--- src/hw/lpbc_pkg.sv ---
// package for the low-power dram command controller: map, encodings, timing
package lpbc_pkg;
  // device mode register addresses
  localparam logic [7:0] MA_REFRESH_BANK_MASK = 8'h10;
  localparam logic [7:0] MA_REFRESH_SEGMENT_MASK = 8'h11;
  localparam logic [7:0] MA_CAL_PATTERN_A = 8'h20;
  localparam logic [7:0] MA_CAL_PATTERN_B = 8'h28;
  localparam logic [7:0] MA_TRAINING_ENTER_A = 8'h29;
  localparam logic [7:0] MA_TRAINING_EXIT = 8'h2A;
  localparam logic [7:0] MA_TRAINING_ENTER_B = 8'h30;
  localparam logic [7:0] MA_SOFT_RESET = 8'h3F;
  // avalon register byte offsets of the controller
  localparam logic [3:0] REG_CMD = 4'h0;
  localparam logic [3:0] REG_ADDR = 4'h4;
  localparam logic [3:0] REG_WDATA = 4'h8;
  localparam logic [3:0] REG_STATUS = 4'hC;
  // command register fields
  localparam int CMD_OP_LSB = 0;
  localparam int CMD_BANK_LSB = 4;
  localparam int CMD_MASK_LSB = 8;
  localparam int CMD_AB_BIT = 12;
  localparam int CMD_GO_BIT = 31;
  localparam logic [3:0] OP_ACT = 4'h1;
  localparam logic [3:0] OP_RD = 4'h2;
  localparam logic [3:0] OP_WR = 4'h3;
  localparam logic [3:0] OP_PRE = 4'h4;
  localparam logic [3:0] OP_MRW = 4'h5;
  localparam logic [31:0] RDATA_UNMAPPED = 32'h0000_0000;
  // ca-bus encodings on the rising edge
  localparam logic [3:0] CA_ACT = 4'b0010;
  localparam logic [3:0] CA_RD = 4'b0101;
  localparam logic [3:0] CA_WR = 4'b0001;
  localparam logic [3:0] CA_PRE = 4'b1011;
  localparam logic [3:0] CA_MRW = 4'b0000;
  localparam int NUM_BANKS = 8;
  localparam int BL = 8;
  localparam int FAW_ACTS = 4;
  localparam int SEG_LSB = 11;
  // link clocks in device clocks: must respect all time figures below
  localparam int RL = 10;
  localparam int WL = 6;
  localparam int SYS_PS = 8000;
  localparam int TRCD_PS = 18000;
  localparam int TRC_PS = 60000;
  localparam int TRRD_PS = 10000;
  localparam int TFAW_PS = 50000;
  localparam int TRPPB_PS = 18000;
  localparam int TRPAB_PS = 21000;
  localparam int TWR_PS = 15000;
  localparam int TWTR_PS = 7500;
  localparam int TDQSCK_PS = 5500;
  localparam int TCK_PS = 1500;
  function automatic int ru(input int t);
    return (t + TCK_PS - 1) / TCK_PS;
  endfunction
  localparam int C_RCD = ru(TRCD_PS);
  localparam int C_RC = ru(TRC_PS);
  localparam int C_RRD = ru(TRRD_PS);
  localparam int C_FAW = ru(TFAW_PS);
  localparam int C_RPPB = ru(TRPPB_PS);
  localparam int C_RPAB = ru(TRPAB_PS);
  localparam int C_RTW = RL + ru(TDQSCK_PS) + BL / 2 + 1 - WL;
  localparam int C_WTR = WL + 1 + BL / 2 + ru(TWTR_PS);
  localparam int C_WR = WL + BL / 2 + 1 + ru(TWR_PS);
  localparam int C_CCD = BL / 2;
  localparam int LINK_DIV = 4;
  localparam int CW = 8;
  typedef logic [CW-1:0] lpbc_cnt_t;
  typedef struct packed {
    logic cs_n;
    logic [9:0] ca_r;
    logic [9:0] ca_f;
  } lpbc_ca_t;
  typedef struct packed {
    logic [3:0] op;
    logic [2:0] bank;
    logic all_banks_flag;
    logic [3:0] byte_write_mask;
    logic [15:0] addr;
    logic [31:0] wdata;
  } lpbc_req_t;
endpackage

--- src/hw/lpbc_bank_timer.sv ---
// one bank's open state and earliest-command counters
`timescale 1ns/1ps
module lpbc_bank_timer
  import lpbc_pkg::*;
(
  input wire logic i_clk_sys,
  input wire logic i_arst_n,
  input wire logic i_tick,
  input wire logic i_act,
  input wire logic i_col,
  input wire logic i_wr,
  input wire logic i_pre,
  input wire logic i_pre_all,
  output logic o_open,
  output logic o_act_ok,
  output logic o_col_ok,
  output logic o_pre_ok
);
  typedef struct packed {
    logic open;
    lpbc_cnt_t rcd;
    lpbc_cnt_t rc;
    lpbc_cnt_t rp;
    lpbc_cnt_t wr;
  } lpbc_bank_t;
  lpbc_bank_t s_q;
  lpbc_bank_t s_d;
  function automatic lpbc_cnt_t dec(input lpbc_cnt_t c);
    return (c == '0) ? c : c - lpbc_cnt_t'(1);
  endfunction
  always_comb begin
    s_d = s_q;
    if (i_tick) begin
      s_d.rcd = dec(s_q.rcd);
      s_d.rc = dec(s_q.rc);
      s_d.rp = dec(s_q.rp);
      s_d.wr = dec(s_q.wr);
      if (i_act) begin
        s_d.open = 1'b1;
        s_d.rcd = lpbc_cnt_t'(C_RCD);
        s_d.rc = lpbc_cnt_t'(C_RC);
      end
      if (i_col && i_wr) begin
        s_d.wr = lpbc_cnt_t'(C_WR);
      end
      if (i_pre) begin
        s_d.open = 1'b0;
        s_d.rp = lpbc_cnt_t'(i_pre_all ? C_RPAB : C_RPPB);
      end
    end
  end
  always_ff @(posedge i_clk_sys or negedge i_arst_n) begin
    if (!i_arst_n) begin
      s_q <= '0;
    end else begin
      s_q <= s_d;
    end
  end
  assign o_open = s_q.open;
  assign o_act_ok = !s_q.open && s_q.rc == '0 && s_q.rp == '0;
  assign o_col_ok = s_q.open && s_q.rcd == '0;
  assign o_pre_ok = s_q.wr == '0;
endmodule

--- src/hw/lpbc_ctrl.sv ---
// host controller: avalon registers in, ca/dq/dqs/dm pins out to the dram
`timescale 1ns/1ps
module lpbc_ctrl
  import lpbc_pkg::*;
#(
  parameter int DQ_BYTES = 4
) (
  input wire logic i_clk_sys,
  input wire logic i_arst_n,
  input wire logic [3:0] i_avs_address,
  input wire logic i_avs_read,
  input wire logic i_avs_write,
  input wire logic [31:0] i_avs_writedata,
  output logic [31:0] o_avs_readdata,
  output logic o_avs_waitrequest,
  output logic o_ck,
  output lpbc_ca_t o_ca,
  output logic o_cs_n,
  output logic [9:0] o_ca_pins,
  output logic [DQ_BYTES*8-1:0] o_dq,
  output logic o_dq_oe,
  input wire logic [DQ_BYTES*8-1:0] i_dq,
  output logic o_dqs,
  output logic o_dqs_oe,
  input wire logic i_dqs,
  output logic [DQ_BYTES-1:0] o_byte_write_mask
);
  if (DQ_BYTES < 1 || DQ_BYTES > 4) begin : g_chk_bytes
    $error("DQ_BYTES must be 1 to 4");
  end
  // spacing counters are CW bits wide and saturate at zero, so a longer figure would wrap
  if (C_RC > (2 ** CW) - 1 || C_FAW > (2 ** CW) - 1 || C_WR > (2 ** CW) - 1) begin : g_chk_cnt
    $error("spacing count exceeds counter width");
  end
  if (RL > 5'h1F || WL > 5'h1F) begin : g_chk_lat
    $error("latency exceeds burst delay counter");
  end
  // the divider is two bits and the link clock is high for the first half of it
  if (LINK_DIV < 2 || LINK_DIV > 4 || LINK_DIV % 2 != 0) begin : g_chk_div
    $error("link divider must be 2 or 4");
  end
  localparam int DW = DQ_BYTES * 8;
  typedef enum logic [2:0] {ST_IDLE, ST_WAIT, ST_RISE, ST_FALL, ST_DONE} lpbc_st_t;
  typedef struct packed {
    lpbc_st_t st;
    lpbc_req_t req;
    logic busy;
    logic err;
    logic training;
    logic [1:0] div;
    logic ck;
    lpbc_ca_t ca;
    lpbc_cnt_t rrd;
    lpbc_cnt_t ccd;
    lpbc_cnt_t rtw;
    lpbc_cnt_t wtr;
    lpbc_cnt_t [FAW_ACTS-1:0] faw;
    logic [3:0] beat;
    logic [4:0] dly;
    logic rd_run;
    logic wr_run;
    // burst data and mask are frozen at issue; software may load the next command meanwhile
    logic [31:0] wbuf;
    logic [3:0] wmask;
    logic [31:0] rdata;
    logic [31:0] avs_rd;
    logic avs_ack;
    logic [1:0] dqs_sync;
    logic dqs_prev;
  } lpbc_state_t;
  lpbc_state_t s_q;
  lpbc_state_t s_d;
  logic tick;
  logic [NUM_BANKS-1:0] b_act, b_col, b_pre, b_open, b_act_ok, b_col_ok, b_pre_ok;
  logic pre_all;
  logic faw_ok;
  logic issue_ok;
  function automatic lpbc_cnt_t dec(input lpbc_cnt_t c);
    return (c == '0) ? c : c - lpbc_cnt_t'(1);
  endfunction
  // the dram clock is a divided system clock; commands change while it is low, one system clock before its rising edge
  assign tick = s_q.div == 2'(LINK_DIV - 1);
  assign pre_all = s_q.req.all_banks_flag;
  always_comb begin
    faw_ok = 1'b0;
    for (int i = 0; i < FAW_ACTS; i++) begin
      if (s_q.faw[i] == '0) faw_ok = 1'b1;
    end
  end
  always_comb begin
    b_act = '0;
    b_col = '0;
    b_pre = '0;
    if (tick && s_q.st == ST_RISE) begin
      if (s_q.req.op == OP_ACT) b_act[s_q.req.bank] = 1'b1;
      if (s_q.req.op == OP_RD || s_q.req.op == OP_WR) b_col[s_q.req.bank] = 1'b1;
      if (s_q.req.op == OP_PRE) begin
        if (pre_all) b_pre = '1;
        else b_pre[s_q.req.bank] = 1'b1;
      end
    end
  end
  genvar g;
  generate
    for (g = 0; g < NUM_BANKS; g++) begin : g_bank
      lpbc_bank_timer u_bank (
        .i_clk_sys(i_clk_sys),
        .i_arst_n(i_arst_n),
        .i_tick(tick),
        .i_act(b_act[g]),
        .i_col(b_col[g]),
        .i_wr(s_q.req.op == OP_WR),
        .i_pre(b_pre[g]),
        .i_pre_all(pre_all),
        .o_open(b_open[g]),
        .o_act_ok(b_act_ok[g]),
        .o_col_ok(b_col_ok[g]),
        .o_pre_ok(b_pre_ok[g])
      );
    end
  endgenerate
  always_comb begin
    issue_ok = 1'b0;
    case (s_q.req.op)
      OP_ACT: issue_ok = b_act_ok[s_q.req.bank] && s_q.rrd == '0 && faw_ok;
      // one burst engine: a column command waits for the running burst, trading gapless streams for
      // a single data path
      OP_RD: issue_ok = b_col_ok[s_q.req.bank] && s_q.ccd == '0 && s_q.wtr == '0 && !s_q.rd_run && !s_q.wr_run;
      OP_WR: issue_ok = b_col_ok[s_q.req.bank] && s_q.ccd == '0 && s_q.rtw == '0 && !s_q.rd_run && !s_q.wr_run;
      OP_PRE: issue_ok = pre_all ? (&b_pre_ok) : b_pre_ok[s_q.req.bank];
      default: issue_ok = !s_q.rd_run && !s_q.wr_run;
    endcase
  end
  always_comb begin
    logic hit;
    hit = 1'b0;
    s_d = s_q;
    s_d.avs_ack = 1'b0;
    s_d.div = (tick) ? 2'b00 : s_q.div + 2'b01;
    s_d.ck = s_q.div < 2'(LINK_DIV / 2);
    s_d.dqs_sync = {s_q.dqs_sync[0], i_dqs};
    s_d.dqs_prev = s_q.dqs_sync[1];
    // avalon slave: one wait cycle, answer from a register
    if ((i_avs_read || i_avs_write) && !s_q.avs_ack) begin
      s_d.avs_ack = 1'b1;
      s_d.avs_rd = RDATA_UNMAPPED;
      if (i_avs_write) begin
        if (i_avs_address == REG_CMD && !s_q.busy) begin
          s_d.req.op = i_avs_writedata[CMD_OP_LSB +: 4];
          s_d.req.bank = i_avs_writedata[CMD_BANK_LSB +: 3];
          s_d.req.byte_write_mask = i_avs_writedata[CMD_MASK_LSB +: 4];
          s_d.req.all_banks_flag = i_avs_writedata[CMD_AB_BIT];
          if (i_avs_writedata[CMD_GO_BIT]) begin
            s_d.busy = 1'b1;
            s_d.err = 1'b0;
            s_d.st = ST_WAIT;
          end
        end else if (i_avs_address == REG_ADDR) begin
          s_d.req.addr = i_avs_writedata[15:0];
        end else if (i_avs_address == REG_WDATA) begin
          s_d.req.wdata = i_avs_writedata;
        end
      end else begin
        if (i_avs_address == REG_STATUS) begin
          s_d.avs_rd = {13'h0000, s_q.training, s_q.err, s_q.busy, 8'h00, b_open};
        end else if (i_avs_address == REG_WDATA) begin
          s_d.avs_rd = s_q.rdata;
        end else if (i_avs_address == REG_CMD) begin
          s_d.avs_rd = {s_q.busy, 18'h00000, s_q.req.all_banks_flag, s_q.req.byte_write_mask,
            1'b0, s_q.req.bank, s_q.req.op};
        end
      end
    end
    if (tick) begin
      s_d.rrd = dec(s_q.rrd);
      s_d.ccd = dec(s_q.ccd);
      s_d.rtw = dec(s_q.rtw);
      s_d.wtr = dec(s_q.wtr);
      for (int i = 0; i < FAW_ACTS; i++) s_d.faw[i] = dec(s_q.faw[i]);
      s_d.ca.cs_n = 1'b1;
      if (s_q.st == ST_FALL) s_d.st = ST_DONE;
      if (s_q.st == ST_DONE) begin
        s_d.st = ST_IDLE;
        s_d.busy = 1'b0;
      end
      // burst data phase: counts whole link clocks from the column command
      if (s_q.rd_run || s_q.wr_run) begin
        if (s_q.dly != '0) s_d.dly = s_q.dly - 5'd1;
        else if (s_q.beat == 4'(BL / 2 - 1)) begin
          s_d.rd_run = 1'b0;
          s_d.wr_run = 1'b0;
        end else s_d.beat = s_q.beat + 4'd1;
      end
    end
    // a read beat is caught on the synchronised rising strobe
    if (s_q.rd_run && s_q.dly == '0 && s_q.dqs_sync[1] && !s_q.dqs_prev) begin
      s_d.rdata = 32'(i_dq);
    end
    case (s_q.st)
      ST_IDLE: begin
      end
      ST_WAIT: begin
        if (s_q.req.op == OP_MRW) begin
          case (s_q.req.addr[7:0])
            MA_REFRESH_BANK_MASK: hit = 1'b1;
            MA_REFRESH_SEGMENT_MASK: hit = 1'b1;
            MA_TRAINING_ENTER_A: hit = 1'b1;
            MA_TRAINING_ENTER_B: hit = 1'b1;
            MA_TRAINING_EXIT: hit = 1'b1;
            MA_SOFT_RESET: hit = 1'b1;
            default: hit = 1'b0;
          endcase
          if (!hit) begin
            s_d.err = 1'b1;
            s_d.busy = 1'b0;
            s_d.st = ST_IDLE;
          end
        end else if (!(s_q.req.op inside {OP_ACT, OP_RD, OP_WR, OP_PRE})) begin
          s_d.err = 1'b1;
          s_d.busy = 1'b0;
          s_d.st = ST_IDLE;
        end
        if (tick && issue_ok && s_d.st == ST_WAIT) begin
          s_d.st = ST_RISE;
        end
      end
      ST_RISE: begin
        if (tick) begin
          s_d.ca.cs_n = 1'b0;
          s_d.ca.ca_r = '0;
          s_d.ca.ca_f = '0;
          case (s_q.req.op)
            OP_ACT: begin
              // bank bits sit on ca9-ca7 as in every other bank command
              s_d.ca.ca_r = {s_q.req.bank, s_q.req.addr[12:8], CA_ACT[1:0]};
              s_d.ca.ca_f = s_q.req.addr[9:0];
              s_d.rrd = lpbc_cnt_t'(C_RRD);
              for (int i = FAW_ACTS - 1; i > 0; i--) s_d.faw[i] = dec(s_q.faw[i - 1]);
              s_d.faw[0] = lpbc_cnt_t'(C_FAW);
            end
            OP_RD, OP_WR: begin
              s_d.ca.ca_r = {s_q.req.bank, s_q.req.addr[2:1], 2'b00,
                (s_q.req.op == OP_RD) ? CA_RD[2:0] : CA_WR[2:0]};
              s_d.ca.ca_f = {s_q.req.addr[10:3], 2'b00};
              s_d.ccd = lpbc_cnt_t'(C_CCD);
              s_d.beat = '0;
              if (s_q.req.op == OP_RD) begin
                s_d.rd_run = 1'b1;
                s_d.dly = 5'(RL);
                s_d.rtw = lpbc_cnt_t'(C_RTW);
              end else begin
                s_d.wr_run = 1'b1;
                s_d.dly = 5'(WL);
                s_d.wtr = lpbc_cnt_t'(C_WTR);
                s_d.wbuf = s_q.req.wdata;
                s_d.wmask = s_q.req.byte_write_mask;
              end
            end
            OP_PRE: begin
              s_d.ca.ca_r = {s_q.req.bank, 2'b00, s_q.req.all_banks_flag, CA_PRE};
            end
            default: begin
              s_d.ca.ca_r = {s_q.req.addr[5:0], CA_MRW};
              s_d.ca.ca_f = {s_q.req.wdata[7:0], s_q.req.addr[7:6]};
              if (s_q.req.addr[7:0] == MA_TRAINING_EXIT) s_d.training = 1'b0;
              else if (s_q.req.addr[7:0] inside {MA_TRAINING_ENTER_A, MA_TRAINING_ENTER_B}) begin
                s_d.training = 1'b1;
              end
            end
          endcase
          s_d.st = ST_FALL;
        end
      end
      default: begin
      end
    endcase
  end
  always_ff @(posedge i_clk_sys or negedge i_arst_n) begin
    if (!i_arst_n) begin
      s_q <= '0;
      s_q.ca.cs_n <= 1'b1;
    end else begin
      s_q <= s_d;
    end
  end
  // one wait state: a request is taken on its first edge and answered on the next
  assign o_avs_waitrequest = (i_avs_read || i_avs_write) && !s_q.avs_ack;
  assign o_avs_readdata = s_q.avs_rd;
  assign o_ck = s_q.ck;
  assign o_ca = s_q.ca;
  assign o_cs_n = s_q.ca.cs_n;
  assign o_ca_pins = s_q.ck ? s_q.ca.ca_r : s_q.ca.ca_f;
  // strobe toggles with the link clock during the burst; write data holds the one wbuf word throughout
  assign o_dq_oe = s_q.wr_run && s_q.dly == '0;
  assign o_dq = DW'(s_q.wbuf);
  assign o_dqs_oe = s_q.wr_run && s_q.dly <= 5'd1;
  assign o_dqs = (s_q.dly == '0) ? s_q.ck : 1'b0;
  assign o_byte_write_mask = s_q.wmask[DQ_BYTES-1:0];
endmodule

--- config.mk ---
export PLATFORM = sky130hd
export DESIGN_NAME = lpbc_ctrl
export DESIGN_NICKNAME = d
export VERILOG_FILES = /design/src/hw/lpbc_pkg.sv /design/src/hw/lpbc_bank_timer.sv /design/src/hw/lpbc_ctrl.sv
export SDC_FILE = /design/constraint.sdc
export NUM_CORES = 1
export LEC_CHECK = 0
export ABC_AREA = 1
export ABC_CLOCK_PERIOD_IN_PS = 2700
export BUFFER_PORTS_ARGS = -buffer_cell sky130_fd_sc_hd__buf_2
export CAP_MARGIN = 20
export CORE_ASPECT_RATIO = 1.1
export CORE_UTILIZATION = 30
export CTS_CLUSTER_SIZE = 8
export DETAILED_ROUTE_END_ITERATION = 16
export PLACE_DENSITY = 0.49
export REMOVE_ABC_BUFFERS = 1
export SLEW_MARGIN = 0
export SYNTH_ARGS = -nofsm -noshare
export SYNTH_HDL_FRONTEND = slang
export SYNTH_SLANG_ARGS = --single-unit
--- constraint.sdc ---
create_clock -name i_clk_sys -period 2.7 [get_ports i_clk_sys]
set_input_delay 0.54 -clock i_clk_sys [delete_from_list [all_inputs] [get_ports i_clk_sys]]
set_output_delay 0.54 -clock i_clk_sys [all_outputs]
set_load 0.02 [all_outputs]
==> impl_metrics.csv, run 1 <==
group,metric,value,unit
route,drc,0,
synthesis,synth_top_area_share,48.5,%
global_routing,grt_pass1_vias,21800,
cts,clock_path_buffers,3,
synthesis,yosys-top-cells-count,"nand2_1, dfrtp_1, inv_1",
timing,min_period,2.58,ns
synthesis,syn_inst,3397,
cts,clock_sinks,530,
cts,path_clk_slew,0.05,ns
synthesis,synth_edf_count,0,
synthesis,ys_async_sr_fraction,100,%
synthesis,synth.avg_cell_area,8.04,um^2
synthesis,yosysWarningCount,0,
cells_and_area,synthToLayoutAreaGrowth,15.9,%
worst_setup_path,cpMostUsedCell,"nand2_1",
power,peakVddDrop,0.000462,V
synthesis,ys.flop_type,"dfrtp_1",
placed_design,place_hpwl,55500,um
route,drt_iter0_drc,1409,
worst_setup_path,worstPathMaxFanout,10,
route,via_count,22400,
worst_setup_path,path_delay_family,"buffers and inverters",
worst_setup_path,timing.critical_path.buf_inv,2,
worst_setup_path,crit_arrival,2.04,ns
route,drt-pass1-iter-count,5,
power,leakage,15.7,nW
placed_design,post-place-cells,4662,
synthesis,ys_ff_latch,530,
route,avgViaCountPerCell,4.69,
timing,worst_pin_slew,0.711,ns
worst_setup_path,critPathSlowestCell,"clkinv_1",
worst_setup_path,critPathKind,"flop to output port",
timing,final.setup.worst_slack,0.117,ns
floorplanning,start_util,30.4,%
global_routing,grt_start_max_net_pins,84,
floorplanning,fp.dieH,319,um
global_routing,grt_pass1_wl,121000,um
timing,setup_viol,0,
hold_path,hold_class,"input pin to flop",
synthesis,ys_types,55,
global_routing,antenna_found_initial,2,
synthesis,synthesis.area,27300,um^2
worst_setup_path,start_kind,"flop",
cts,clk_latency,0.62,ns
route,routedWlPerCell,16.0,um
worst_setup_path,path_cells,"clkinv_1 > nand2_1 > nand2_1 > buf_2",
timing,rsz0062_at_grt,"no",
floorplanning,core,89800,um^2
cts,cts_tree,"done",
worst_setup_path,required,2.16,ns
cts,cts_buffers,77,
route,ant_nets,0,
timing,final_hold_viol_count,0,
placed_design,gp_congestion,0.869,
timing,slew_headroom,52.6,%
cells_and_area,fin_util,35.3,%
floorplanning,die_area,92300,um^2
synthesis,synth_seq_area_share,48.6,%
floorplanning,dieWidth,290,um
cts,htreeDepth,3,
cts,clockRootBuffer,"clkbuf_16",
placed_design,dp_slack,0.0652,ns
timing,drv_slew,0,
worst_setup_path,cp-end-kind,"output port",
timing,skew,0.0337,ns
global_routing,grt-ovfl-total,0,
timing,fmax,387,MHz
synthesis,yosysTopAreaCell,"dfrtp_1",
placed_design,io_buffer_count,177,
global_routing,grt_usage,16.6,%
cells_and_area,nNetsFinal,3730,
synthesis,synthTopCellsByArea,"dfrtp_1, nand2_1, inv_1",
route,routed_wl,76200,um
power,total_power,31.8,mW
worst_setup_path,slowest_delay,0.42,ns
outcome,status,"finished clean",
run,drv_cap,0,
cells_and_area,instances_no_fill,4769,
synthesis,synth_most_common_cell,"nand2_1",
floorplanning,ios,178,
power,pwr_density_cell,1000,nW/um^2
cells_and_area,layout-drive-gt1-share,10.8,%
floorplanning,rows,115,
timing,finalCritPeriodShare,95.7,%
==> power by group <==
group / switching [mW] / internal, mW
Sequential: 2.22 / 11.0
Combinational: 5.97 / 3.53
Clock: 3.57 / 5.46
Total: 11.8 / 20.0
==> metal layers <==
metal	global-route usage, %	up-vias	part of all wire, %
met3	4.68	120	7.5
met5	1.33	-	0.25
met1	22.2	10500	46
met4	5.95	6	3.0
li1	-	11200	-
met2	25.4	537	44
==> state kept, by name (all words and copies together) (netlist names), named ones only <==
name	flops
g_bank.u_bank.o_open	8
g_bank.u_bank.s_q	256
o_avs_readdata	32
o_byte_write_mask	4
o_ca	20
o_ck	1
o_dq	32
pre_all	1
s_d	2
s_q	173
==> cell type report <==
type / instances / area, um^2
tap: 1170 / 1460
inverter: 490 / 1840
sequential: 530 / 13300
timing repair buffer: 253 / 1610
clock buffer: 95 / 2060
antenna: 1 / 2.50
clock inverter: 6 / 103
multi-input combinational: 2224 / 11300
fill: 9359 / 58100
==> cell families after synthesis <==
logic type | Yosys count | synth area share [%]
muxes | 2 | 0.0824
DFF | 530 | 48.6
and+or+nand+nor | 1400 | 21.8
AOI/OAI and AO/OA | 654 | 13.0
adders and majority gates | 81 | 3.71
buffers and inverters | 643 | 10.1
xor gates and xnor gates | 87 | 2.79
==> through the flow <==
stage	cell area [um^2]	hold WS (ns)	TNS (ns)
floorplan	26400	0.244	-124.73
detailed placement	29400	0.369	0
global route	31700	0.128	0
global placement	29400	0.368	0
finish	31700	0.128	0
CTS	31600	0.0923	0
==> worst paths after layout <==
check | endpoint | slack (ns) | cells past startpoint | from
max | o_ca_pins[0] | 0.12 | 4 | o_ck
min | s_q[62] | 0.13 | 3 | i_dq[26]
max reg2reg | g_bank[7].u_bank.s_q[4] | 0.33 | 14 | s_q[268]
min reg2reg | s_d[0] | 0.37 | 0 | s_d[2]
max in group asynchronous | s_q[160] | 1.41 | 3 | i_arst_n
min in group asynchronous | g_bank[3].u_bank.s_q[4] | 0.47 | 2 | i_arst_n
==> placed cells by master, fill, tap and decap left out, types with 18 or more instances in the layout <==
cell type,count
a21oi_1,177
buf_2,176
buf_4,63
clkbuf_16,80
dfrtp_1,529
ha_1,80
inv_1,481
nand2_1,611
nand3_1,196
nand4_1,40
nor2_1,411
nor3_1,56
o21ai_0,357
o22ai_1,47
xnor2_1,18
xor2_1,69
==> what timing repair did <==
item                                    CTS  global route
hold endpoints to repair                 32             0
resized for setup                         0             5
hold buffers                              2             0
setup buffers                             0             3
endpoints found under the setup margin    0            14
==> worst register-to-register path: cells and delay by family, from the launching register on <==
| family | cells | cell delay, ns |
|---|---|---|
| and+or+nand+nor | 9 | 1.06 |
| DFF | 1 | 0.39 |
| AOI/OAI and AO/OA | 2 | 0.34 |
| buffers and inverters | 3 | 0.42 |
Note: power is estimated with default switching activity, not from simulation.
==> run 2: changes to the inputs <==
ABC_AREA = not set   (was 1)
SETUP_SLACK_MARGIN = 0.5   (was not set)
==> run 2 against run 1 <==
Combinational power shrank 12%. Clock power shrank 4.2%. First-iteration DRC count shrank 24%. Critical endpoint is now s_q[266]. Sequential power grew 5%. Highest routed layer is now met4.
==> impl_metrics.csv, run 2 <==
group,metric,value,unit
outcome,status,"finished clean",
synthesis,yosys-top-cells-count,"dfrtp_1, nand2_1, nor2_1",
cts,htreeDepth,3,
power,power_frac_seq,45.1,%
global_routing,grt_pass1_vias,19400,
cells_and_area,final_cell_mix,"dfrtp_1, nand2_1, nor2_1",
synthesis,synth.avg_cell_area,9.72,um^2
synthesis,synth_most_common_cell,"dfrtp_1",
global_routing,grt_usage,15.7,%
timing,slew_headroom,41.7,%
global_routing,grt_start_max_net_pins,70,
timing,final_hold_viol_count,0,
synthesis,ys_async_sr_fraction,100,%
placed_design,io_buffer_count,177,
timing,drv_slew,0,
cts,clock_sinks,530,
placed_design,dp_slack,-0.201,ns
timing,rsz0062_at_grt,"yes",
worst_setup_path,crit_arrival,3.08,ns
route,drt_iter0_drc,1076,
synthesis,synthesis.area,26300,um^2
cts,cts_buffers,77,
synthesis,syn_inst,2706,
timing,setup_viol,0,
timing,finalCritPeriodShare,96.1,%
synthesis,ys_ff_latch,530,
floorplanning,rows,113,
timing,setup-tns-final,0,ns
worst_setup_path,critPathKind,"flop to flop",
route,drt-pass1-iter-count,5,
route,avgViaCountPerCell,4.78,
worst_setup_path,critPathLaunch,"g_bank[6].u_bank.s_q[10]",
cells_and_area,layout-drive-gt1-share,21.4,%
power,power_frac_comb,27.0,%
cells_and_area,top_register,"g_bank.u_bank.s_q",
timing,skew,0.0162,ns
synthesis,synth_seq_area_share,50.4,%
cts,path_clk_slew,0.05,ns
cts,clock_path_buffers,3,
global_routing,grt-ovfl-total,0,
route,via_count,19700,
synthesis,synthTopCellsByArea,"dfrtp_1, nand2_1, nor2_1",
placed_design,gp_congestion,0.814,
floorplanning,fp.dieH,313,um
power,internal-power,20.1,mW
route,routedWlPerCell,17.0,um
global_routing,antenna_found_initial,2,
power,leakage,14.3,nW
floorplanning,dieWidth,284,um
placed_design,place_hpwl,48700,um
power,p_switching,10.9,mW
global_routing,grt_pass1_wl,111000,um
power,pwr_density_cell,975,nW/um^2
floorplanning,ios,178,
worst_setup_path,cp-end-kind,"flop",
timing,worst_pin_slew,0.875,ns
power,peakVddDrop,0.000438,V
synthesis,yosysTopAreaCell,"dfrtp_1",
route,routed_wl,70000,um
worst_setup_path,start_kind,"flop",
hold_path,hold_class,"input pin to flop",
cells_and_area,largest_reg_flops,256,
placed_design,dpl_cell_area,28900,um^2
cells_and_area,final_common_cell,"dfrtp_1",
hold_path,holdCritStartpoint,"i_dqs",
timing,final.setup.worst_slack,0.106,ns
global_routing,grt.met3_usage,2.39,%
cells_and_area,fin_util,36.7,%
worst_setup_path,worstPathMaxFanout,5,
timing,min_period,2.59,ns
power,pwr-share-clk,27.9,%
synthesis,ys.flop_type,"dfrtp_1",
floorplanning,die_area,88900,um^2
timing,holdWs,0.0422,ns
cells_and_area,nNetsFinal,3100,
global_routing,use_met2,25.6,%
global_routing,globalRouteMet1Util,21.5,%
floorplanning,core,86500,um^2
synthesis,synth_top_area_share,50.3,%
cells_and_area,reg.largest.list,"g_bank.u_bank.s_q: 256 flops, s_q: 173 flops",
floorplanning,start_util,30.4,%
cells_and_area,final_area,31800,um^2
timing,fmax,386,MHz
synthesis,yosysWarningCount,0,
synthesis,ys_types,77,
route,drc,0,
power,p_sw_share,35.1,%
cts,cts_tree,"done",
worst_setup_path,required,3.19,ns
cells_and_area,synthToLayoutAreaGrowth,20.9,%
run,drv_cap,0,
cts,clk_latency,0.60,ns
route,ant_nets,0,
synthesis,synth_edf_count,0,
global_routing,grt_busiest_layer,"met2",
worst_setup_path,rr_startpoint,"g_bank[6].u_bank.s_q[10]",
cts,clockRootBuffer,"clkbuf_16",
[run 2: cell types whose count changed after synthesis, sizes merged, moves of 112 or more]
| cell | delta |
|---|---|
| o21ai | -258 |
| xnor2 | +120 |
| a21oi | -112 |
| nand2 | -246 |
| nand3 | -112 |
| inv | -386 |
[run 2: cell type report]
cell class | instances | area (um^2)
Clock inverter | 6 | 63.8
Fill cell | 8743 | 54700
Tap cell | 1150 | 1440
Multi-Input combinational cell | 1899 | 12200
Inverter | 101 | 382
Clock buffer | 89 | 2020
Timing Repair Buffer | 337 | 2420
Sequential cell | 530 | 13300
Antenna cell | 2 | 5.00
[run 2: cell families after synthesis]
kind of cell	synth area share, %
simple gates	20.1
flops	50.4
compound gates	7.73
buf+inv	5.24
xor+xnor	7.69
mux	4.92
fa+ha+maj	3.85
[run 2: worst paths after layout]
path                                       to  slack (ns)  depth (start not counted)
min in group asynchronous  o_avs_readdata[19]        0.49                          2
max in group asynchronous            o_dq[20]        1.34                          3
hold reg to reg                        s_d[0]        0.35                          0
hold / removal                         s_d[2]        0.04                          1
setup / recovery                     s_q[266]        0.11                          8
setup reg to reg                     s_q[266]        0.11                          8
[run 2: layer usage]
metal | up-vias | part of all wire [%]
met4 | 0 | 2.2
met1 | 9661 | 47
met3 | 104 | 3.2
li1 | 9630 | -
met5 | - | 0
met2 | 267 | 48
[run 2: per-stage QoR]
| step | instances | power (mW) |
|---|---|---|
| floorplan | 2530 | 19.0 |
| global placement | 3987 | 21.8 |
| detailed placement | 3988 | 22.0 |
| CTS | 4097 | 31.1 |
| global route | 4114 | 33.3 |
| finish | 4114 | 31.0 |
[run 2: timing repair]
action                                  4_1_cts  5_1_grt
cloned                                        1        0
setup buffers                                12       15
hold endpoints to repair                     43        0
hold buffers                                  1        0
resized for setup                            67       68
endpoints found under the setup margin       86      176
pin swaps                                     5       16
[run 2: power groups by stage]
stage	clock, mW	combinational [mW]	sequential (mW)
after CTS	8.96	8.30	13.9
final	8.66	8.35	14.0
after detailed placement	0	8.05	13.9
after global routing	9.28	9.54	14.4
after floorplan	0	5.55	13.5
after global placement	0	7.92	13.9
[run 2: critical path, cell delays in order, from the launching register on]
cell      delay (ns)
dfrtp_1         0.41
or4_1           0.62
or4_1           0.46
nor3_2          0.15
o22ai_2         0.13
nor4_4          0.31
buf_4           0.16
o211ai_1        0.09
a21boi_1        0.14
